<file path="config.mk">
export PLATFORM = sky130hd
export DESIGN_NAME = fault_and_gpio_irq_status
export DESIGN_NICKNAME = d
export VERILOG_FILES = /design/src/rtl/irq_status_pkg.sv /design/src/rtl/pin_trigger.sv /design/src/rtl/fault_and_gpio_irq_status.sv
export SDC_FILE = /design/constraint.sdc
export NUM_CORES = 1
export LEC_CHECK = 0
export BUFFER_PORTS_ARGS = -buffer_cell sky130_fd_sc_hd__buf_2
export CAP_MARGIN = 10
export CORE_ASPECT_RATIO = 0.6
export CORE_MARGIN = 2
export CORE_UTILIZATION = 45
export DETAILED_ROUTE_END_ITERATION = 8
export PLACE_DENSITY = 0.66
export SYNTH_ARGS = -nofsm -noshare
export SYNTH_HDL_FRONTEND = slang
export SYNTH_SLANG_ARGS = --single-unit
</file>
<file path="constraint.sdc">
create_clock -name clk -period 1.8 [get_ports clk]
set_input_delay 0.09 -clock clk [delete_from_list [all_inputs] [get_ports clk]]
set_output_delay 0.09 -clock clk [all_outputs]
set_load 0.02 [all_outputs]
</file>
<file path="src/rtl/irq_status_pkg.sv">
// package: register map, field layout and reset values of the fault and pin-event flags
package irq_status_pkg;
  // register indices as printed; byte address is four times the index
  localparam logic [7:0] UV_FLAGS_IDX = 8'h1c;
  localparam logic [7:0] OC_FLAGS_IDX = 8'h1d;
  localparam logic [7:0] PIN_FLAGS_IDX = 8'h1e;
  localparam logic [7:0] UV_MASK_IDX = 8'h40;
  localparam logic [7:0] OC_MASK_IDX = 8'h41;
  localparam logic [7:0] PIN_MASK_IDX = 8'h42;
  localparam logic [7:0] PIN_TRIG_IDX = 8'h43;
  localparam logic [7:0] PIN_POL_IDX = 8'h44;
  localparam logic [7:0] PIN_BOTH_IDX = 8'h45;
  // field positions
  localparam int LINREG_LSB = 8;
  localparam int CONV_LSB = 0;
  localparam int OC_BIT = 15;
  localparam int NUM_PINS = 13;
  // reset values
  localparam logic [15:0] FLAGS_RESET = 16'h0000;
  localparam logic [15:0] MASK_RESET = 16'hffff;
  localparam logic [15:0] TRIG_RESET = 16'h0000;
  localparam logic [15:0] POL_RESET = 16'h0000;
  localparam logic [15:0] BOTH_RESET = 16'h0000;
  // raw fault and pin levels into the block
  typedef struct packed {
    logic [3:0] linreg_uv;
    logic [3:0] conv_uv;
    logic limit_sw_oc;
    logic [12:0] pins;
  } fault_in_t;
  // per-pin trigger configuration
  typedef struct packed {
    logic [12:0] level_mode;
    logic [12:0] active_low;
    logic [12:0] both_edges;
  } pin_trig_t;
endpackage

</file>
<file path="src/rtl/pin_trigger.sv">
// pin_trigger: per-pin event detector with selectable edge or level trigger
`timescale 1ns/1ps
module pin_trigger (
  input wire logic clk,
  input wire logic nrst,
  input wire logic [12:0] pin_sync,
  input wire irq_status_pkg::pin_trig_t cfg,
  output logic [12:0] pin_event
);
  import irq_status_pkg::*;
  logic [12:0] prev_reg;

  // previous sampled level for edge detection
  always_ff @(posedge clk or negedge nrst) begin
    if (!nrst) begin
      prev_reg <= '0;
    end else begin
      prev_reg <= pin_sync;
    end
  end

  // one detector per pin, mode chosen by that pin's configuration
  genvar i;
  generate
    for (i = 0; i < NUM_PINS; i = i + 1) begin : g_pin
      wire active_lvl = pin_sync[i] ^ cfg.active_low[i];
      wire prev_lvl = prev_reg[i] ^ cfg.active_low[i];
      wire edge_hit = cfg.both_edges[i] ? (pin_sync[i] ^ prev_reg[i])
                                        : (active_lvl & ~prev_lvl);
      assign pin_event[i] = cfg.level_mode[i] ? active_lvl : edge_hit;
    end
  endgenerate
endmodule

</file>
<file path="src/rtl/fault_and_gpio_irq_status.sv">
// fault_and_gpio_irq_status: read-clear fault and pin-event flags with masked interrupt over APB
//
// Overview of operation
// - undervoltage flags: regulators bits 11:8, converters 3:0
// - limit-switch overcurrent rising edge sets bit 15
// - one event flag per pin, bits 12:0
// - pin flag follows its configured trigger condition
// - reading register clears its flags; reset zero
// - mask bit 0 passes interrupt, 1 blocks
//
// Local design decision: register access over APB.
`timescale 1ns/1ps
module fault_and_gpio_irq_status (
  input wire logic clk,
  input wire logic nrst,
  input wire logic psel,
  input wire logic penable,
  input wire logic pwrite,
  input wire logic [31:0] paddr,
  input wire logic [31:0] pwdata,
  output logic [31:0] prdata,
  output logic pready,
  output logic pslverr,
  input wire irq_status_pkg::fault_in_t fault_in,
  output logic irq
);
  import irq_status_pkg::*;

  fault_in_t sync1_reg, sync2_reg, prev_reg;
  logic [15:0] supply_undervoltage_flags_reg, supply_undervoltage_flags_next;
  logic [15:0] overcurrent_flags_reg, overcurrent_flags_next;
  logic [15:0] pin_event_flags_reg, pin_event_flags_next;
  logic [15:0] uv_mask_reg, oc_mask_reg, pin_mask_reg;
  logic [15:0] trig_reg, pol_reg, both_reg;
  logic [31:0] prdata_reg;
  logic [12:0] pin_event;
  pin_trig_t pin_cfg;

  // two-stage synchroniser for the asynchronous fault and pin levels
  always_ff @(posedge clk or negedge nrst) begin
    if (!nrst) begin
      sync1_reg <= '0;
      sync2_reg <= '0;
      prev_reg <= '0;
    end else begin
      sync1_reg <= fault_in;
      sync2_reg <= sync1_reg;
      prev_reg <= sync2_reg;
    end
  end

  // apb decode: zero-wait access, word index is paddr[9:2]
  wire [7:0] idx = paddr[9:2];
  wire access = psel & penable;
  wire wr = access & pwrite;
  wire rd = access & ~pwrite;
  wire hit_uv = (idx == UV_FLAGS_IDX);
  wire hit_oc = (idx == OC_FLAGS_IDX);
  wire hit_pin = (idx == PIN_FLAGS_IDX);
  wire hit_uvm = (idx == UV_MASK_IDX);
  wire hit_ocm = (idx == OC_MASK_IDX);
  wire hit_pinm = (idx == PIN_MASK_IDX);
  wire hit_trig = (idx == PIN_TRIG_IDX);
  wire hit_pol = (idx == PIN_POL_IDX);
  wire hit_both = (idx == PIN_BOTH_IDX);
  wire mapped = hit_uv | hit_oc | hit_pin | hit_uvm | hit_ocm | hit_pinm
                | hit_trig | hit_pol | hit_both;
  wire misaligned = (paddr[1:0] != 2'b00) | (paddr[31:10] != 22'h0);
  wire bad = ~mapped | misaligned | (pwrite & (hit_uv | hit_oc | hit_pin));
  assign pready = 1'b1;
  assign pslverr = access & bad;

  // pin trigger configuration fields, one driver for the whole struct
  assign pin_cfg = '{level_mode: trig_reg[12:0], active_low: pol_reg[12:0],
                     both_edges: both_reg[12:0]};

  pin_trigger pin_trigger_inst (
    .clk(clk),
    .nrst(nrst),
    .pin_sync(sync2_reg.pins),
    .cfg(pin_cfg),
    .pin_event(pin_event)
  );

  // rising-edge detection of supply faults
  wire [3:0] linreg_rise = sync2_reg.linreg_uv & ~prev_reg.linreg_uv;
  wire [3:0] conv_rise = sync2_reg.conv_uv & ~prev_reg.conv_uv;
  wire oc_rise = sync2_reg.limit_sw_oc & ~prev_reg.limit_sw_oc;
  wire [15:0] uv_set = {4'h0, linreg_rise, 4'h0, conv_rise};
  wire [15:0] oc_set = {oc_rise, 15'h0000};
  wire [15:0] pin_set = {3'h0, pin_event};
  wire clr_uv = rd & ~misaligned & hit_uv;
  wire clr_oc = rd & ~misaligned & hit_oc;
  wire clr_pin = rd & ~misaligned & hit_pin;

  // a read clears only the bits it showed at setup, so an event that lands
  // on the setup edge is not wiped unseen; a new event always sets
  wire [15:0] uv_clr = clr_uv ? prdata_reg[15:0] : 16'h0000;
  wire [15:0] oc_clr = clr_oc ? prdata_reg[15:0] : 16'h0000;
  wire [15:0] pin_clr = clr_pin ? prdata_reg[15:0] : 16'h0000;
  assign supply_undervoltage_flags_next =
    (supply_undervoltage_flags_reg & ~uv_clr) | uv_set;
  assign overcurrent_flags_next =
    (overcurrent_flags_reg & ~oc_clr) | oc_set;
  assign pin_event_flags_next =
    (pin_event_flags_reg & ~pin_clr) | pin_set;

  // status flag registers
  always_ff @(posedge clk or negedge nrst) begin
    if (!nrst) begin
      supply_undervoltage_flags_reg <= FLAGS_RESET;
      overcurrent_flags_reg <= FLAGS_RESET;
      pin_event_flags_reg <= FLAGS_RESET;
    end else begin
      supply_undervoltage_flags_reg <= supply_undervoltage_flags_next;
      overcurrent_flags_reg <= overcurrent_flags_next;
      pin_event_flags_reg <= pin_event_flags_next;
    end
  end

  // writable mask and trigger configuration registers
  wire wr_ok = wr & ~misaligned;
  always_ff @(posedge clk or negedge nrst) begin
    if (!nrst) begin
      uv_mask_reg <= MASK_RESET;
      oc_mask_reg <= MASK_RESET;
      pin_mask_reg <= MASK_RESET;
      trig_reg <= TRIG_RESET;
      pol_reg <= POL_RESET;
      both_reg <= BOTH_RESET;
    end else begin
      if (wr_ok & hit_uvm) uv_mask_reg <= pwdata[15:0];
      if (wr_ok & hit_ocm) oc_mask_reg <= pwdata[15:0];
      if (wr_ok & hit_pinm) pin_mask_reg <= pwdata[15:0];
      if (wr_ok & hit_trig) trig_reg <= pwdata[15:0];
      if (wr_ok & hit_pol) pol_reg <= pwdata[15:0];
      if (wr_ok & hit_both) both_reg <= pwdata[15:0];
    end
  end

  // read mux; reserved flag bits and bits 31:16 read zero, mask and trigger registers read back all 16 bits
  wire [15:0] uv_view = supply_undervoltage_flags_reg & 16'h0f0f;
  wire [15:0] oc_view = overcurrent_flags_reg & 16'h8000;
  wire [15:0] pin_view = pin_event_flags_reg & 16'h1fff;
  wire [15:0] rd_sel =
    ({16{hit_uv}} & uv_view) | ({16{hit_oc}} & oc_view) |
    ({16{hit_pin}} & pin_view) | ({16{hit_uvm}} & uv_mask_reg) |
    ({16{hit_ocm}} & oc_mask_reg) | ({16{hit_pinm}} & pin_mask_reg) |
    ({16{hit_trig}} & trig_reg) | ({16{hit_pol}} & pol_reg) |
    ({16{hit_both}} & both_reg);
  wire [31:0] rd_word = misaligned ? 32'h00000000 : {16'h0000, rd_sel};

  // read data captured during the setup phase, stable through access
  always_ff @(posedge clk or negedge nrst) begin
    if (!nrst) begin
      prdata_reg <= 32'h00000000;
    end else if (psel & ~penable & ~pwrite) begin
      prdata_reg <= rd_word;
    end
  end
  assign prdata = prdata_reg;

  // masked interrupt: mask bit 0 lets the flag through
  wire irq_uv = |(uv_view & ~uv_mask_reg);
  wire irq_oc = |(oc_view & ~oc_mask_reg);
  wire irq_pin = |(pin_view & ~pin_mask_reg);
  assign irq = irq_uv | irq_oc | irq_pin;
endmodule

</file>
==> results.env <==
SYN_AVG_CELL_AREA_UM2=13.04
FLOW.AREA_GROWTH_FROM_SYNTHESIS_PCT=26.56
STARTPOINT_TYPE='register'
DIODES=0
CORE_OUTLINE_AREA_UM2=19270
NUM-NETS-FINAL=971
SYNTH_TOP_FAMILY_BY_AREA='multiplexers'
OVERFLOW=0
CTS_MADE_BUFFERS=17
DRT_ITER0_MARKERS=651
WORSTMARGINPINSLEW_NS=0.8064
SYNTH-EDFF-COUNT=0
ENDPOINT_KIND='output port'
ARRIVAL_TIME_OF_THE_WORST_SETUP_PATH_NS=1.88
OUTCOME='finished with violations'
ROUTEDWLPERCELL_UM=21.39
SETUP_VIOLATION_TOTAL_IN_THE_FINAL_TIMING_REPORT=1
VDD_IR_DROP_MAX_mV=0.7771
AREA_FRACTION_IN_COMPOUND_GATES_AFTER_SYNTHESIS_PCT=9.709
TIMING.CRITICAL_PATH.FANOUT_MAX=2
HOLDWS_NS=0.1629
DETAIL-ROUTE-ANTENNA-NETS=0
WORST_PATH_REQUIRED_NS=1.71
CELLLEAKAGEPOWER_uW=0.005341
MOST_COMMON_CELL_AFTER_LAYOUT_FILL_AND_TAPS_ASIDE='sky130_fd_sc_hd__dfrtp_1'
FLOORPLAN.INITIALDENSITY_PCT=46.60
GRT_PASS1_WL_MM=39.50
YOSYSWARNINGCOUNT=0
POWER-PER-CELL-AREA_nW_PER_UM2=809.8
POSTSYNTH.TOPFLOPCELL='sky130_fd_sc_hd__dfrtp_1'
SYNTH_SIMPLE_GATE_AREA_SHARE_PCT=12.05
RSZ0062_AT_GRT='true'
NUMCLOCKSINKS=200
IOPINCOUNT=126
HTREE_NUM_LEVELS=4
SYNTH-SEQ-AREA-SHARE_PCT=56.39
PLACE.GP.CONGESTION=0.9308
CP_CELL_INSTANCES='nand2b_4, o2111ai_2, nor3_2, buf_4, nand3_4, buf_6'
LAYOUT-DRIVE-GT1-SHARE_PCT=43.45
ROUTED-VIA-COUNT=6656
DIEWIDTH_UM=186.4
POSTSYNTHREGISTERBITS=200
POST_SYNTHESIS_XOR_XNOR_AREA_FRACTION_PCT=2.535
CRITICAL_PATH_CLASS='reg2out'
VIAS_PER_CELL=5.743
DRTPASS1ITERATIONS=6
REPORT.FINAL.SLEW_VIOL_COUNT=0
MAX-CAP-VIOLATIONS=0
FMAX_MHz=508.1
SYNTH_CELL_TYPE_COUNT=62
CTSROOTBUFFERMASTER='sky130_fd_sc_hd__clkbuf_16'
FP.DIEAREA_UM2=21140
GRT_PASS1_VIAS=6859
DPL_HPWL_MM=17.40
DIE_H_UM=113.4
WORST_PATH_MAX_DELAY_CELL='sky130_fd_sc_hd__dfstp_2'
TIMING.FINAL.CRIT_SHARE_PCT=109.3
ROWS=39
SKEW_NS=0.01009
FINALCRITICALPERIOD_NS=1.968
MAPPEDNETLISTAREA_UM2=8982
WORST_HOLD_PATH_TYPE='in2async'
MAXSLEWHEADROOM_PCT=46.04
VIOLATED_CHECKS='setup timing'
CLK_PATH_BUF_DEPTH=2
NUMBER_OF_CELLS_IN_THE_DESIGN_AFTER_PLACEMENT=1085
SYNTHESIZED_AREA_FRACTION_OCCUPIED_BY_ADDER_CELLS_PCT=0
FINAL_CELL_MIX='sky130_fd_sc_hd__dfrtp_1, sky130_fd_sc_hd__mux2_2, sky130_fd_sc_hd__buf_2'
IO_BUF_COUNT=92
HOLD_VIOLATIONS=0
SYNTHMUXAREASHARE_PCT=15.02
SYNTHARSTFLOPSHARE_PCT=100.0
DRT_DRC_VIOLATIONS_LEFT=0
CLK_PIN_SLEW_WORST_SETUP_HOLD_PATHS_NS=0.08
POST_ROUTE_SETUP_SLACK_NS=-0.1682
ANTENNA_FOUND_INITIAL=0
STDCELL_COUNT=1159
CRITPATHMAXSTAGEDELAY_NS=0.53
TRITONCTS='built'
POSTSYNTHCELLCOUNT=689
PIN_COUNT_OF_THE_BIGGEST_NET_ENTERING_GLOBAL_ROUTING=60
ROUTED_WIRE_LENGTH_MM=24.79
TRACK_USAGE_PCT=24.61
CLK-INSERTION-DELAY-LATE_NS=0.44
PRECTSSETUPSLACK_NS=-0.1010
-- logic make-up (layout without fill, tap and decap cells) --
| kind of cell | Yosys count | in the layout |
|---|---|---|
| buf+inv | 74 | 263 |
| xor+xnor | 26 | 26 |
| flops | 200 | 200 |
| mux | 114 | 114 |
| other cells | 2 | 17 |
| simple gates | 156 | 156 |
| compound gates | 117 | 117 |
-- routing by layer --
layer  up-vias  global-route usage, %  wire, um
li1       2894                      -         -
met1      3379                  34.87     11210
met2       352                  38.31     11230
met3        31                  6.400      2045
met4         0                  5.600       301
met5         -                      0         0
-- cells in the mapped netlist (3+ instances only) --
cell	number	share of area, %
sky130_fd_sc_hd__nor3_1	7	0.39
sky130_fd_sc_hd__and3_1	25	1.7
sky130_fd_sc_hd__o21ai_0	13	0.72
sky130_fd_sc_hd__nor2b_1	15	1.0
sky130_fd_sc_hd__buf_1	3	0.13
sky130_fd_sc_hd__xor2_1	26	2.5
sky130_fd_sc_hd__inv_1	20	0.84
sky130_fd_sc_hd__o22ai_1	20	1.4
sky130_fd_sc_hd__mux4_2	3	0.75
sky130_fd_sc_hd__and2_1	4	0.28
sky130_fd_sc_hd__mux2i_1	5	0.56
sky130_fd_sc_hd__dfrtp_1	152	42
sky130_fd_sc_hd__nand3_1	24	1.3
sky130_fd_sc_hd__a31oi_1	7	0.49
sky130_fd_sc_hd__a222oi_1	3	0.33
sky130_fd_sc_hd__a21oi_1	4	0.22
sky130_fd_sc_hd__nor2_1	5	0.21
sky130_fd_sc_hd__clkbuf_1	21	0.88
sky130_fd_sc_hd__nor3_4	3	0.54
sky130_fd_sc_hd__nor4_4	4	0.95
sky130_fd_sc_hd__a22o_1	13	1.3
sky130_fd_sc_hd__o41ai_1	9	0.88
sky130_fd_sc_hd__nand2_1	26	1.1
sky130_fd_sc_hd__mux2_4	10	1.7
sky130_fd_sc_hd__a22oi_1	24	2.0
sky130_fd_sc_hd__buf_2	6	0.33
sky130_fd_sc_hd__mux2_2	94	12
sky130_fd_sc_hd__a32oi_1	8	0.78
sky130_fd_sc_hd__nand3b_1	5	0.42
sky130_fd_sc_hd__dfstp_2	48	14
sky130_fd_sc_hd__buf_4	23	1.9
sky130_fd_sc_hd__nand2b_1	12	0.84
sky130_fd_sc_hd__a2111oi_0	7	0.68
-- per-stage QoR --
stage	power (uW)	utilization (%)	TNS [ns]	area, um2
2_1_floorplan	4898	-	-0.2548	9054
3_5_place_dp	5239	53.42	-3.309	10300
6_report	9206	58.98	-0.1682	11370
3_3_place_gp	5223	53.42	-1.549	10300
4_1_cts	9257	58.94	-0.1598	11360
5_1_grt	9516	58.98	-0.2236	11370
-- path summary, 6_finish.rpt --
check | startpoint | to | slack, ns | depth (start not counted)
hold / removal | nrst | both_reg[14]$_DFFE_PN0P_ | 0.16 | 2
min in group clk | paddr[29] | pin_event_flags_reg[7]$_DFF_PN0_ | 0.21 | 6
max in group asynchronous | nrst | uv_mask_reg[5]$_DFFE_PN1P_ | 0.91 | 3
setup reg to reg | pin_mask_reg[7]$_DFFE_PN1P_ | prdata[7]$_DFFE_PN0P_ | 0.12 | 5
setup / recovery | pin_mask_reg[0]$_DFFE_PN1P_ | irq | -0.17 | 6
hold reg to reg | sync1_reg[2]$_DFF_PN0_ | sync2_reg[2]$_DFF_PN0_ | 0.35 | 0
-- what timing repair did --
| action | in CTS | in global routing |
|---|---|---|
| gates resized for setup | 8 | 1 |
| pin swaps | 1 | 1 |
| cloned | 0 | 0 |
| setup buffers | 3 | 0 |
| setup endpoints to repair | 1 | 1 |
| hold buffers | 39 | 0 |
| endpoints found under the hold margin | 200 | 0 |
-- area by class of cell --
class / count / area, um2
flip-flops and latches: 200 / 5065
clock buffers: 17 / 425.4
multi-input cells: 430 / 3659
clock inverters: 15 / 182.7
well taps: 266 / 332.8
repair buffers: 211 / 1629
fillers: 1573 / 7906
inverters: 20 / 75.07
-- critical path: cells and delay by family, from the launching register on --
kind,cells,cell delay (ns)
simple gates,3,0.44
flops,1,0.53
compound gates,1,0.12
buf+inv,2,0.34
-- power by group --
| group | total, uW | switching, uW | internal, uW |
|---|---|---|---|
| Combinational | 615 | 361 | 254 |
| Sequential | 4610 | 38.5 | 4570 |
| Clock | 3980 | 1870 | 2110 |
| Total | 9210 | 2270 | 6940 |
(Power assumes the default switching activity.)
